===== src/verilog/pmrs_defines.svh =====
// Register map, field positions, scale shifts, saturation values and timing of the scaler.
`ifndef PMRS_DEFINES_SVH
`define PMRS_DEFINES_SVH
`define PMRS_ADDR_CONFIG   8'h00
`define PMRS_ADDR_CAL      8'h04
`define PMRS_ADDR_SHUNT    8'h08
`define PMRS_ADDR_BUS      8'h0C
`define PMRS_ADDR_TEMP     8'h10
`define PMRS_ADDR_CURRENT  8'h14
`define PMRS_ADDR_POWER    8'h18
`define PMRS_ADDR_STATUS   8'h1C
`define PMRS_CFG_RANGE     0
`define PMRS_CFG_CT_LSB    1
`define PMRS_CFG_AVG_LSB   4
`define PMRS_CFG_RUN       7
`define PMRS_STAT_READY    0
`define PMRS_TEMP_LSB      4
`define PMRS_CLK_PERIOD_NS 20
`define PMRS_US_NS         1000
`define PMRS_US_CYCLES     (`PMRS_US_NS / `PMRS_CLK_PERIOD_NS)
`define PMRS_CT0_US        13'd50
`define PMRS_CT1_US        13'd84
`define PMRS_CT2_US        13'd150
`define PMRS_CT3_US        13'd280
`define PMRS_CT4_US        13'd540
`define PMRS_CT5_US        13'd1052
`define PMRS_CT6_US        13'd2074
`define PMRS_CT7_US        13'd4120
`define PMRS_AVG0_SH       4'h0
`define PMRS_AVG1_SH       4'h2
`define PMRS_AVG2_SH       4'h4
`define PMRS_AVG3_SH       4'h6
`define PMRS_AVG4_SH       4'h7
`define PMRS_AVG5_SH       4'h8
`define PMRS_AVG6_SH       4'h9
`define PMRS_AVG7_SH       4'hA
`define PMRS_CUR_SHIFT     11
`define PMRS_PWR_SHIFT     6
`define PMRS_CUR_POS_SAT   16'h7FFF
`define PMRS_CUR_NEG_SAT   16'h8000
`define PMRS_PWR_SAT       24'hFFFFFF
`endif


===== src/verilog/pmrs_pkg.sv =====
// Types shared by the result-scaling modules.
`default_nettype none
package pmrs_pkg;
	typedef enum logic [1:0] {SCL_IDLE, SCL_CUR, SCL_PWR} pmrs_scl_state_type;

	typedef struct packed {
		logic [26:0] acc;
		logic [10:0] cnt;
		logic [15:0] result;
		logic        done;
	} pmrs_avg_type;

	typedef struct packed {
		pmrs_scl_state_type state;
		logic [15:0]        shunt;
		logic [15:0]        bus;
		logic [15:0]        cal;
		logic [15:0]        current;
		logic [23:0]        power;
		logic               done;
	} pmrs_scl_type;

	typedef struct packed {
		logic        range;
		logic [2:0]  ct;
		logic [2:0]  avg;
		logic        run;
		logic [15:0] cal;
		logic        ready;
		logic        ap_valid;
		logic        ap_write;
		logic [7:0]  ap_addr;
		logic [31:0] rdata;
		logic        hready_o;
		logic        hresp_o;
		logic [5:0]  div_cnt;
		logic [12:0] us_cnt;
		logic        conv_start;
	} pmrs_top_type;
endpackage
`default_nettype wire


===== src/verilog/pmrs_averager.sv =====
// Digital averager: sums a power-of-two count of samples, then divides.
`default_nettype none
`include "pmrs_defines.svh"
module pmrs_averager
	import pmrs_pkg::*;
#(
	parameter bit SIGNED = 1'b1
)(
	// Clock and reset
	input  wire logic        clk_sys,
	input  wire logic        rst_b,
	// Samples in
	input  wire logic        sample_valid,
	input  wire logic [15:0] sample,
	input  wire logic [3:0]  avg_shift,
	// Averaged result out
	output logic      [15:0] result,
	output logic             done
);
	pmrs_avg_type       s_r;
	pmrs_avg_type       s_nxt;
	logic signed [26:0] ext;
	logic signed [26:0] sum;
	logic signed [26:0] shifted;

	always_comb
	begin
		ext = SIGNED ? {{11{sample[15]}}, sample} : {11'h000, sample};
		sum = $signed(s_r.acc) + ext;
		shifted = sum >>> avg_shift;
		s_nxt = s_r;
		s_nxt.done = 1'b0;
		if (sample_valid)
		begin
			if (s_r.cnt + 11'h001 >= (11'h001 << avg_shift))
			begin
				s_nxt.result = shifted[15:0];
				s_nxt.acc = '0;
				s_nxt.cnt = '0;
				s_nxt.done = 1'b1;
			end
			else
			begin
				s_nxt.acc = sum;
				s_nxt.cnt = s_r.cnt + 11'h001;
			end
		end
		if (!rst_b)
			s_nxt = '0;
	end

	always_ff @(posedge clk_sys)
	begin
		s_r <= s_nxt;
	end

	assign result = s_r.result;
	assign done = s_r.done;
endmodule // pmrs_averager
`default_nettype wire


===== src/verilog/pmrs_scaler.sv =====
// Current and power calculation from shunt, bus and calibration values.
`default_nettype none
`include "pmrs_defines.svh"
module pmrs_scaler
	import pmrs_pkg::*;
(
	// Clock and reset
	input  wire logic        clk_sys,
	input  wire logic        rst_b,
	// Measurement in
	input  wire logic        start,
	input  wire logic [15:0] shunt,
	input  wire logic [15:0] bus,
	input  wire logic [15:0] cal,
	// Results out
	output logic      [15:0] current,
	output logic      [23:0] power,
	output logic             done
);
	pmrs_scl_type       s_r;
	pmrs_scl_type       s_nxt;
	logic signed [32:0] prod;
	logic signed [32:0] scaled;
	logic [15:0]        mag;
	logic [31:0]        pprod;
	logic [31:0]        pscaled;

	always_comb
	begin
		prod = $signed(s_r.shunt) * $signed({1'b0, s_r.cal});
		scaled = prod >>> `PMRS_CUR_SHIFT;
		mag = s_r.current[15] ? 16'(-s_r.current) : s_r.current;
		pprod = mag * s_r.bus;
		pscaled = pprod >> `PMRS_PWR_SHIFT;
		s_nxt = s_r;
		s_nxt.done = 1'b0;
		case (s_r.state)
			SCL_IDLE:
			begin
				if (start)
				begin
					s_nxt.shunt = shunt;
					s_nxt.bus = bus;
					s_nxt.cal = cal;
					s_nxt.state = SCL_CUR;
				end
			end
			SCL_CUR:
			begin
				if (s_r.cal == 16'h0000)
					s_nxt.current = '0;
				else if (scaled[32:15] != {18{scaled[15]}})
					s_nxt.current = scaled[32] ? `PMRS_CUR_NEG_SAT
						: `PMRS_CUR_POS_SAT;
				else
					s_nxt.current = scaled[15:0];
				s_nxt.state = SCL_PWR;
			end
			SCL_PWR:
			begin
				if (pscaled[31:24] != 8'h00)
					s_nxt.power = `PMRS_PWR_SAT;
				else
					s_nxt.power = pscaled[23:0];
				s_nxt.done = 1'b1;
				s_nxt.state = SCL_IDLE;
			end
			default:
				s_nxt.state = SCL_IDLE;
		endcase
		if (!rst_b)
			s_nxt = '0;
	end

	always_ff @(posedge clk_sys)
	begin
		s_r <= s_nxt;
	end

	assign current = s_r.current;
	assign power = s_r.power;
	assign done = s_r.done;
endmodule // pmrs_scaler
`default_nettype wire


===== src/verilog/pmrs_top.sv =====
// Result-scaling datapath of the power monitor with its AHB-Lite registers.
//
// Function
// - Range bit picks 5 or 1.25 uV steps.
// - Shunt result is 16-bit two's complement.
// - Bus result is unsigned, never negative.
// - Temperature is 12-bit signed, 125 mC steps.
// - Current recomputed after every shunt measurement; here after each averaged shunt result only.
// - Zero calibration forces current to zero.
// - Power result is 24-bit unsigned.
// - Selectable conversion time and averaging, 50 us least.
`default_nettype none
`include "pmrs_defines.svh"
module pmrs_top
	import pmrs_pkg::*;
(
	// Clock and reset
	input  wire logic        clk_sys,
	input  wire logic        rst_b,
	// AHB-Lite slave
	input  wire logic        hsel,
	input  wire logic [31:0] haddr,
	input  wire logic [1:0]  htrans,
	input  wire logic        hwrite,
	input  wire logic [2:0]  hsize,
	input  wire logic [31:0] hwdata,
	input  wire logic        hready,
	output logic             hreadyout,
	output logic      [31:0] hrdata,
	output logic             hresp,
	// Converter results
	input  wire logic        adc_shunt_valid,
	input  wire logic [15:0] adc_shunt_code,
	input  wire logic        adc_bus_valid,
	input  wire logic [15:0] adc_bus_code,
	input  wire logic        adc_temp_valid,
	input  wire logic [11:0] adc_temp_code,
	// Converter control
	output logic             conv_start,
	output logic             shunt_range_select
);
	pmrs_top_type s_r;
	pmrs_top_type s_nxt;
	logic [3:0]   avg_sh;
	logic [15:0]  shunt_res;
	logic         shunt_done;
	logic [15:0]  bus_res;
	logic         bus_done;
	logic [15:0]  temp_res;
	logic         temp_done;
	logic [15:0]  cur_res;
	logic [23:0]  pwr_res;
	logic         scl_done;
	logic         ap_take;

	// ====================================================================
	// Decoders

	function automatic logic [12:0] ct_us(input logic [2:0] sel);
		case (sel)
			3'h0: ct_us = `PMRS_CT0_US;
			3'h1: ct_us = `PMRS_CT1_US;
			3'h2: ct_us = `PMRS_CT2_US;
			3'h3: ct_us = `PMRS_CT3_US;
			3'h4: ct_us = `PMRS_CT4_US;
			3'h5: ct_us = `PMRS_CT5_US;
			3'h6: ct_us = `PMRS_CT6_US;
			default: ct_us = `PMRS_CT7_US;
		endcase
	endfunction

	function automatic logic [3:0] avg_shift(input logic [2:0] sel);
		case (sel)
			3'h0: avg_shift = `PMRS_AVG0_SH;
			3'h1: avg_shift = `PMRS_AVG1_SH;
			3'h2: avg_shift = `PMRS_AVG2_SH;
			3'h3: avg_shift = `PMRS_AVG3_SH;
			3'h4: avg_shift = `PMRS_AVG4_SH;
			3'h5: avg_shift = `PMRS_AVG5_SH;
			3'h6: avg_shift = `PMRS_AVG6_SH;
			default: avg_shift = `PMRS_AVG7_SH;
		endcase
	endfunction

	function automatic logic [31:0] rd_mux(input logic [7:0] addr,
		input pmrs_top_type st, input logic [15:0] sh,
		input logic [15:0] bv, input logic [15:0] tp,
		input logic [15:0] cu, input logic [23:0] pw);
		if (addr == `PMRS_ADDR_CONFIG)
			rd_mux = {24'h000000, st.run, st.avg, st.ct, st.range};
		else if (addr == `PMRS_ADDR_CAL)
			rd_mux = {16'h0000, st.cal};
		else if (addr == `PMRS_ADDR_SHUNT)
			rd_mux = {{16{sh[15]}}, sh};
		else if (addr == `PMRS_ADDR_BUS)
			rd_mux = {16'h0000, bv};
		else if (addr == `PMRS_ADDR_TEMP)
			rd_mux = {{16{tp[11]}}, tp[11:0], 4'h0};
		else if (addr == `PMRS_ADDR_CURRENT)
			rd_mux = {{16{cu[15]}}, cu};
		else if (addr == `PMRS_ADDR_POWER)
			rd_mux = {8'h00, pw};
		else if (addr == `PMRS_ADDR_STATUS)
			rd_mux = {31'h00000000, st.ready};
		else
			rd_mux = 32'h00000000;
	endfunction

	// ====================================================================
	// Averagers and scaler

	assign avg_sh = avg_shift(s_r.avg);

	pmrs_averager #(
		.SIGNED (1'b1)
	) u_avg_shunt (
		.clk_sys      (clk_sys),
		.rst_b        (rst_b),
		.sample_valid (adc_shunt_valid),
		.sample       (adc_shunt_code),
		.avg_shift    (avg_sh),
		.result       (shunt_res),
		.done         (shunt_done)
	);

	pmrs_averager #(
		.SIGNED (1'b0)
	) u_avg_bus (
		.clk_sys      (clk_sys),
		.rst_b        (rst_b),
		.sample_valid (adc_bus_valid),
		.sample       (adc_bus_code),
		.avg_shift    (avg_sh),
		.result       (bus_res),
		.done         (bus_done)
	);

	pmrs_averager #(
		.SIGNED (1'b1)
	) u_avg_temp (
		.clk_sys      (clk_sys),
		.rst_b        (rst_b),
		.sample_valid (adc_temp_valid),
		.sample       ({{4{adc_temp_code[11]}}, adc_temp_code}),
		.avg_shift    (avg_sh),
		.result       (temp_res),
		.done         (temp_done)
	);

	pmrs_scaler u_scaler (
		.clk_sys (clk_sys),
		.rst_b   (rst_b),
		.start   (shunt_done),
		.shunt   (shunt_res),
		.bus     (bus_res),
		.cal     (s_r.cal),
		.current (cur_res),
		.power   (pwr_res),
		.done    (scl_done)
	);

	// ====================================================================
	// Registers, bus slave and conversion timer

	assign ap_take = hsel && htrans[1] && hready;

	always_comb
	begin
		s_nxt = s_r;
		s_nxt.conv_start = 1'b0;
		s_nxt.hready_o = 1'b1;
		s_nxt.hresp_o = 1'b0;
		// Write data phase of the previous address phase.
		if (s_r.ap_valid && s_r.ap_write)
		begin
			if (s_r.ap_addr == `PMRS_ADDR_CONFIG)
			begin
				s_nxt.range = hwdata[`PMRS_CFG_RANGE];
				s_nxt.ct = hwdata[`PMRS_CFG_CT_LSB +: 3];
				s_nxt.avg = hwdata[`PMRS_CFG_AVG_LSB +: 3];
				s_nxt.run = hwdata[`PMRS_CFG_RUN];
			end
			else if (s_r.ap_addr == `PMRS_ADDR_CAL)
				s_nxt.cal = hwdata[15:0];
		end
		s_nxt.ap_valid = ap_take;
		s_nxt.ap_write = hwrite;
		s_nxt.ap_addr = haddr[7:0];
		if (ap_take && !hwrite)
			s_nxt.rdata = rd_mux(haddr[7:0], s_r, shunt_res, bus_res,
				temp_res, cur_res, pwr_res);
		// Reading status clears ready; a new result in that cycle wins.
		if (ap_take && !hwrite && haddr[7:0] == `PMRS_ADDR_STATUS)
			s_nxt.ready = 1'b0;
		if (scl_done)
			s_nxt.ready = 1'b1;
		if (!s_r.run)
		begin
			s_nxt.div_cnt = '0;
			s_nxt.us_cnt = '0;
		end
		else if (s_r.div_cnt == 6'(`PMRS_US_CYCLES - 1))
		begin
			s_nxt.div_cnt = '0;
			if (s_r.us_cnt == ct_us(s_r.ct) - 13'd1)
			begin
				s_nxt.us_cnt = '0;
				s_nxt.conv_start = 1'b1;
			end
			else
				s_nxt.us_cnt = s_r.us_cnt + 13'd1;
		end
		else
			s_nxt.div_cnt = s_r.div_cnt + 6'd1;
		if (!rst_b)
		begin
			s_nxt = '0;
			s_nxt.hready_o = 1'b1;
		end
	end

	always_ff @(posedge clk_sys)
	begin
		s_r <= s_nxt;
	end

	assign hreadyout = s_r.hready_o;
	assign hrdata = s_r.rdata;
	assign hresp = s_r.hresp_o;
	assign conv_start = s_r.conv_start;
	assign shunt_range_select = s_r.range;

	// ====================================================================
	// Checks

	logic [15:0] gap_r;

	always_ff @(posedge clk_sys)
	begin
		if (!rst_b)
			gap_r <= 16'hFFFF;
		else if (conv_start)
			gap_r <= 16'h0001;
		else if (gap_r != 16'hFFFF)
			gap_r <= gap_r + 16'h0001;
	end
endmodule // pmrs_top
`default_nettype wire


===== config.mk =====
export PLATFORM = sky130hd
export DESIGN_NAME = pmrs_top
export DESIGN_NICKNAME = d
export VERILOG_FILES = /design/src/verilog/pmrs_pkg.sv /design/src/verilog/pmrs_averager.sv /design/src/verilog/pmrs_scaler.sv /design/src/verilog/pmrs_top.sv
export VERILOG_INCLUDE_DIRS = /design/src /design/src/verilog
export SDC_FILE = /design/constraint.sdc
export NUM_CORES = 2
export LEC_CHECK = 0
export BUFFER_PORTS_ARGS = -buffer_cell sky130_fd_sc_hd__buf_4
export CAP_MARGIN = 20
export CORE_UTILIZATION = 30
export CTS_CLUSTER_DIAMETER = 30
export DETAILED_ROUTE_END_ITERATION = 8
export PLACE_DENSITY = 0.56
export SLEW_MARGIN = 5
export SYNTH_ARGS = -nofsm -noshare
export SYNTH_HDL_FRONTEND = slang
export SYNTH_SLANG_ARGS = --single-unit

===== constraint.sdc =====
create_clock -name clk_sys -period 21.1 [get_ports clk_sys]
set_input_delay 5.275 -clock clk_sys [delete_from_list [all_inputs] [get_ports clk_sys]]
set_output_delay 5.275 -clock clk_sys [all_outputs]
set_load 0.05 [all_outputs]

* Word-level counts from Yosys, hierarchy flattened
Cells that the tools add are included.
** Storage, ports and cells
- Flip-flop bits (word level) :: 339
- Bits of input ports :: 121
- Logic and storage cells :: 132
** Operators by class
- $add $sub $neg :: 10
- Multipliers :: 2
- Magnitude comparators :: 3
- Equality and inequality tests :: 26
- Shift-type cells :: 4
- Muxes and demuxes :: 28
- Bitwise operators :: 3
- Reduce and logical (&&, ||, !) cells :: 24
** Operator list (number)
- 32-bit 2-to-1 mux :: 6
- 38-bit 2-to-1 mux :: 3
- 13-bit case mux with 7 select lines :: 1
- 16-bit 2-to-1 mux :: 4
- 27-bit by 4-bit >>> shifter with 16-bit output :: 2
- 50-bit 2-to-1 mux :: 1
- 24-bit 2-to-1 mux :: 2
- 13-bit 2-to-1 mux :: 3
- 11-bit by 1-bit adder with 11-bit output (second input constant) :: 3
- 11-bit >= comparator :: 3
- 16-bit by 17-bit multiplier with 33-bit output :: 1
- 8-bit by 5-bit equality test with 1-bit output (second input constant) :: 4
- 16-bit by 16-bit multiplier with 32-bit output :: 1
- 4-bit case mux with 7 select lines :: 1
- 27-bit by 12-bit adder with 27-bit output :: 1
- 27-bit by 16-bit adder with 27-bit output :: 1
- 27-bit by 17-bit adder with 27-bit output :: 1
- 27-bit by 4-bit >>> shifter with 12-bit output :: 1
- 3-bit equality test (second input constant) :: 6
- 17-bit inequality test :: 1
- 8-bit by 3-bit equality test with 1-bit output (second input constant) :: 2
- 8-bit by 4-bit equality test with 1-bit output (second input constant) :: 2
- 16-bit zero test :: 1
- 8-bit zero test :: 2
- other kinds (24) :: 47

* Logic depth before layout (Yosys ltp)
- Depth after elaboration :: 9
- Gate-level depth with buffers :: 33
- Mapped depth without buffers :: 29

* Modules after synthesis
Synthesis repeated with hierarchy kept, for this count alone.
** Second synthesis, totals
- Cells, all modules :: 5031
- Area, all modules :: 41318.4 µm²
** By module, submodules not included
- pmrs_scaler :: times used 1, cells each 2382, area an instance 20587.2 µm², seq. area each 1821.7 µm²
- pmrs_averager at u_avg_shunt ... :: times used 2, cells each 706, area an instance 5559.1 µm², seq. area each 1101.1 µm²
- pmrs_averager at u_avg_bus :: times used 1, cells each 684, area an instance 5170.0 µm², seq. area each 1101.1 µm²
- pmrs_top :: times used 1, cells each 553, area an instance 4443.0 µm², seq. area each 1601.5 µm²

* Least setup slack after synthesis
No wires, ideal clock.
- Kind :: input port to flip-flop
- Start point :: input port adc_bus_code[0]
- End point :: register u_avg_bus.s_r, in the netlist u_avg_bus.result[15]
- Library setup time :: 0.117 ns
- Arrival :: 8.075 ns
- Data required time :: 20.983 ns
- Slack :: 12.908 ns
- Stages on the path :: 14
- Buffers on the path :: 1
- Cells stage by stage :: ha_1 > inv_1 > fa_1 > nor2b_1 > o21a_1 > o21bai_1 > a211oi_1 > o21ai_1 > a21oi_1 > clkbuf_1 > nor2_1 > a41o_1 > or4b_1 > a32o_1
** Between the ends
- Cells in the longest elaborated chain, start to end :: 2
** Ends and longest elaborated chain
- start, declared :: RTL line pmrs_top.sv:35 : input wire logic [15:0] adc_bus_code,
- 27-bit by 17-bit adder with 27-bit output :: RTL line pmrs_averager.sv:29 : sum = $signed(s_r.acc) + ext;
- 27-bit by 4-bit >>> shifter with 16-bit output :: RTL line pmrs_averager.sv:30 : shifted = sum >>> avg_shift;
- end signal, assigned :: RTL line pmrs_averager.sv:54 : s_r <= s_nxt;
- end, declared :: RTL line pmrs_averager.sv:20 : pmrs_avg_type s_r;
Every way passes these cells.
A chain may end at the register's enable or synchronous reset.

* Worst setup path in the final report
- Start point :: register u_scaler.s_r, in the netlist u_scaler.current[0]
- End point :: register u_scaler.s_r, in the netlist u_scaler.power[10]
** Between the ends
- Cells in the longest elaborated chain, start to end :: 5
** Ends and longest elaborated chain
- start, declared :: RTL line pmrs_scaler.sv:20 : pmrs_scl_type s_r;
- start signal, assigned :: RTL line pmrs_scaler.sv:77 : s_r <= s_nxt;
- 16-bit negator :: RTL line pmrs_scaler.sv:32 : mag = s_r.current[15] ? 16'(-s_r.current) : s_r.current;
- 16-bit 2-to-1 mux * :: RTL line pmrs_scaler.sv:32
- 16-bit by 16-bit multiplier with 32-bit output * :: RTL line pmrs_scaler.sv:33 : pprod = mag * s_r.bus;
- 8-bit nonzero test :: RTL line pmrs_scaler.sv:61 : if (pscaled[31:24] != 8'h00)
- 24-bit 2-to-1 mux * :: RTL line pmrs_scaler.sv:61
Every way passes the cells marked *; elsewhere a longest branch is shown, timed or not.

==> impl_metrics.toml <==
[drt]
wl_mm = 118
drtPass1Iterations = 6
routedWlPerCell_um = 18.9
via_count = 32700
drc = 0
drtIter0Drc = 2576
avgViaCountPerCell = 5.24
ant_nets = 0

[synthesis]
synth_sequential_area_ratio_pct = 17.3
synth.top_cell.area_share_pct = 20.9
synth_top_family_by_area = "adder cells"
synth_seq_cells = 323
yosysWarnings = 0
synth_compound_area_share_pct = 16.8
synth_ff_type = "dfxtp_1"
synth_top_area_cell = "fa_1"
syn_area_mm2 = 0.0373
synth_xor_area_share_pct = 3.54
async_reset_ff_share_pct = 0
synth_fa_ha_area_share_pct = 31.6
synth_edf_count = 0
synth_cells = 4555
synth.avg_cell_area_um2 = 8.20
muxShareOfSynthArea_pct = 2.38
yosysUniqueCellTypes = 106
yosys.area_share.simple_pct = 19.8
synth_area_leaders = "fa_1, dfxtp_1, ha_1"

[final_layout]
final_util_pct = 34.3
nNetsFinal = 5370
drive_gt1_share_pct = 9.29
syn_to_final_growth_pct = 13.7
diodes = 0

[clocking]
ctsRootBufferMaster = "clkbuf_16"
numCtsBuffers = 81
clockBufferDepth = 3
ctsHoldBuffers = 0
cts_tree = "yes"
cts_setup_buffers = 0
cts_resized = 0
clk_pin_slew_worst_paths_ps = 50
clk_latency_ps = 610
htreeDepth = 3
clkSinkCount = 323

[status]
status = "complete, no violations"

[setup_path]
cp_slowest_stage_delay_ps = 800
timing.rr.end = "u_scaler.power[10]$_SDFFE_PN0P_"
r2r_cells = 30
required_ps = 21590
rr_startpoint = "u_scaler.current[0]$_SDFFE_PN0P_"
endpoint = "u_scaler.power[10]$_SDFFE_PN0P_"
cp_data_arrival_time_ps = 9630
critPathMaxFanout = 24
rrSetupSlack_ps = 11960
cp-end-kind = "flop"
cpMostUsedCell = "fa_1"
crit_path_start_kind = "flop"
slowest_stage = "xor2_2"
path_class = "reg -> reg"
crit_start = "u_scaler.current[0]$_SDFFE_PN0P_"

[sta]
slew_violations = 0
fin_skew_ps = 22.1
rsz0062_at_grt = "false"
hold_viol = 0
fin_tns_setup_ps = 0
worstMarginPinSlew_ps = 1080
hold_ws_ps = 438
setup_viol_count_final = 0
min_period_over_period_pct = 43.3
worst_slack_ps = 11960
relSlewSlack_pct = 26.7
fin_crit_ps = 9140
max_freq_mhz = 109

[pwr]
irDropWorstVdd_mv = 0.0532
p_per_area_mw_per_mm2 = 53.9
leakage_uw = 0.0195

[die]
core_mm2 = 0.124
die_y_um = 355
initial_core_util_pct = 30.2
die_area_mm2 = 0.126
ios = 157
rows = 129
chipWidth_um = 355

[global_routing]
grt_pass1_wl_mm = 186
grt_pass1_vias = 32500
track_usage_pct = 18.6
grt_max_degree = 86
overflow = 0
antenna_found_initial = 7

[worst_hold_path]
holdCritPathClass = "reg -> reg"
hold-path-cell-count = 2

[placed_design]
post-dp-hpwl_mm = 87.6
place.gp.congestion = 0.892
port_buffers = 110
post-place-ws_ps = 11990

[flow_run]
maxCapViolCount = 0
[flip-flops by register name (all words and copies together) (netlist names)]
signal	cells
u_avg_shunt.done	1
u_avg_shunt.s_r	37
u_scaler.s_r	50
u_avg_shunt.result	16
hrdata	25
u_avg_bus.result	16
u_avg_temp.result	12
u_avg_temp.s_r	33
u_scaler.current	16
s_r	53
u_scaler.power	24
u_scaler.done	1
u_avg_bus.s_r	37
shunt_range_select	1
conv_start	1
[cell families (layout without fill, tap and decap cells)]
family	after synthesis	in the layout
AOI/OAI and AO/OA	946	946
adders and majority gates	711	711
other	2	8
and+or+nand+nor	1542	1542
buffers and inverters	805	851
xor gates and xnor gates	150	150
muxes	76	76
DFF	323	323
[cells in the final DEF (no fill, tap or decap), types with 23 or more instances in the layout]
master,instances
inv_1,513
a22oi_1,25
fa_1,389
nand2_1,608
a31oi_1,33
dfxtp_1,320
nor3_1,62
nand3_1,122
nand4_1,26
ha_1,322
a21oi_1,320
xor2_1,56
a21o_1,59
o21a_1,26
nand3b_1,23
o21ai_0,139
nand2b_1,48
and3_1,39
buf_4,182
xnor2_1,86
clkbuf_16,82
a211oi_1,48
and2_1,259
nor2_1,255
or3_1,24
o221a_2,24
mux2i_1,57
[layer usage]
metal  vias up  wire length [um]  global-route usage, %
met3       198              8250                   2.81
met4        16              3050                   5.78
met5         -                97                      0
li1      15300                 -                      -
met2      1080             52800                   29.5
met1     16100             53700                   26.0
[power breakdown]
| group | internal (uW) | switching, uW |
|---|---|---|
| Clock | 867 | 418 |
| Sequential | 633 | 21.2 |
| Combinational | 130 | 221 |
| Total | 1630 | 660 |
[worst min path at each step]
stage | to | from
floorplan | s_r[64]$_SDFFE_PN0P_ | u_scaler.done$_SDFF_PN0_
global placement | s_r[64]$_SDFFE_PN0P_ | u_scaler.done$_SDFF_PN0_
detailed placement | s_r[64]$_SDFFE_PN0P_ | u_scaler.done$_SDFF_PN0_
CTS | s_r[64]$_SDFFE_PN0P_ | u_scaler.done$_SDFF_PN0_
global route | s_r[64]$_SDFFE_PN0P_ | u_scaler.done$_SDFF_PN0_
finish | s_r[64]$_SDFFE_PN0P_ | u_scaler.done$_SDFF_PN0_
[metrics by stage]
stage,instance area [um2],cells,power [uW]
final,42500,6244,2290
after global routing,42500,6244,2370
after CTS,42400,6242,2300
after detailed placement,39600,6090,1010
after global placement,39600,6090,1010
after floorplan,37400,4561,898
[synth_stat cells (20+ instances only)]
master and number:
nand2b_1 48, o21a_1 26, ha_1 322, a221o_1 21, and2_1 259, inv_1 514, a31oi_1 33, and3_1 39
o211ai_1 21, a22oi_1 25, mux2i_1 57, or3_1 24, xor2_1 58, nor3_1 62, buf_4 35, dfxtp_1 323
a211oi_1 48, fa_1 389, clkbuf_1 230, nor2_1 257, a21o_1 59, nand3_1 122, o31ai_1 20, xnor2_1 91
nand2_1 609, nand4_1 26, a21oi_1 322, o221ai_1 21, nand3b_1 23, o21ai_0 139, o221a_2 24
[area by class of cell]
class                           instances  area, um2
Clock buffer                           98       2190
Timing Repair Buffer                  182       1370
Tap cell                             1637       2050
Fill cell                           13100      81200
Sequential cell                       323       6470
Clock inverter                         54        638
Inverter                              517       1950
Multi-Input combinational cell       3433      27800
[critical path, delay by kind of cell (launching register included)]
kind | cells | cell delay (ps)
xor+xnor | 2 | 940
fa+ha+maj | 8 | 3580
compound gates | 9 | 2040
flops | 1 | 290
simple gates | 5 | 1420
buf+inv | 6 | 700
No activity file was read; power rests on OpenSTA's default activity.
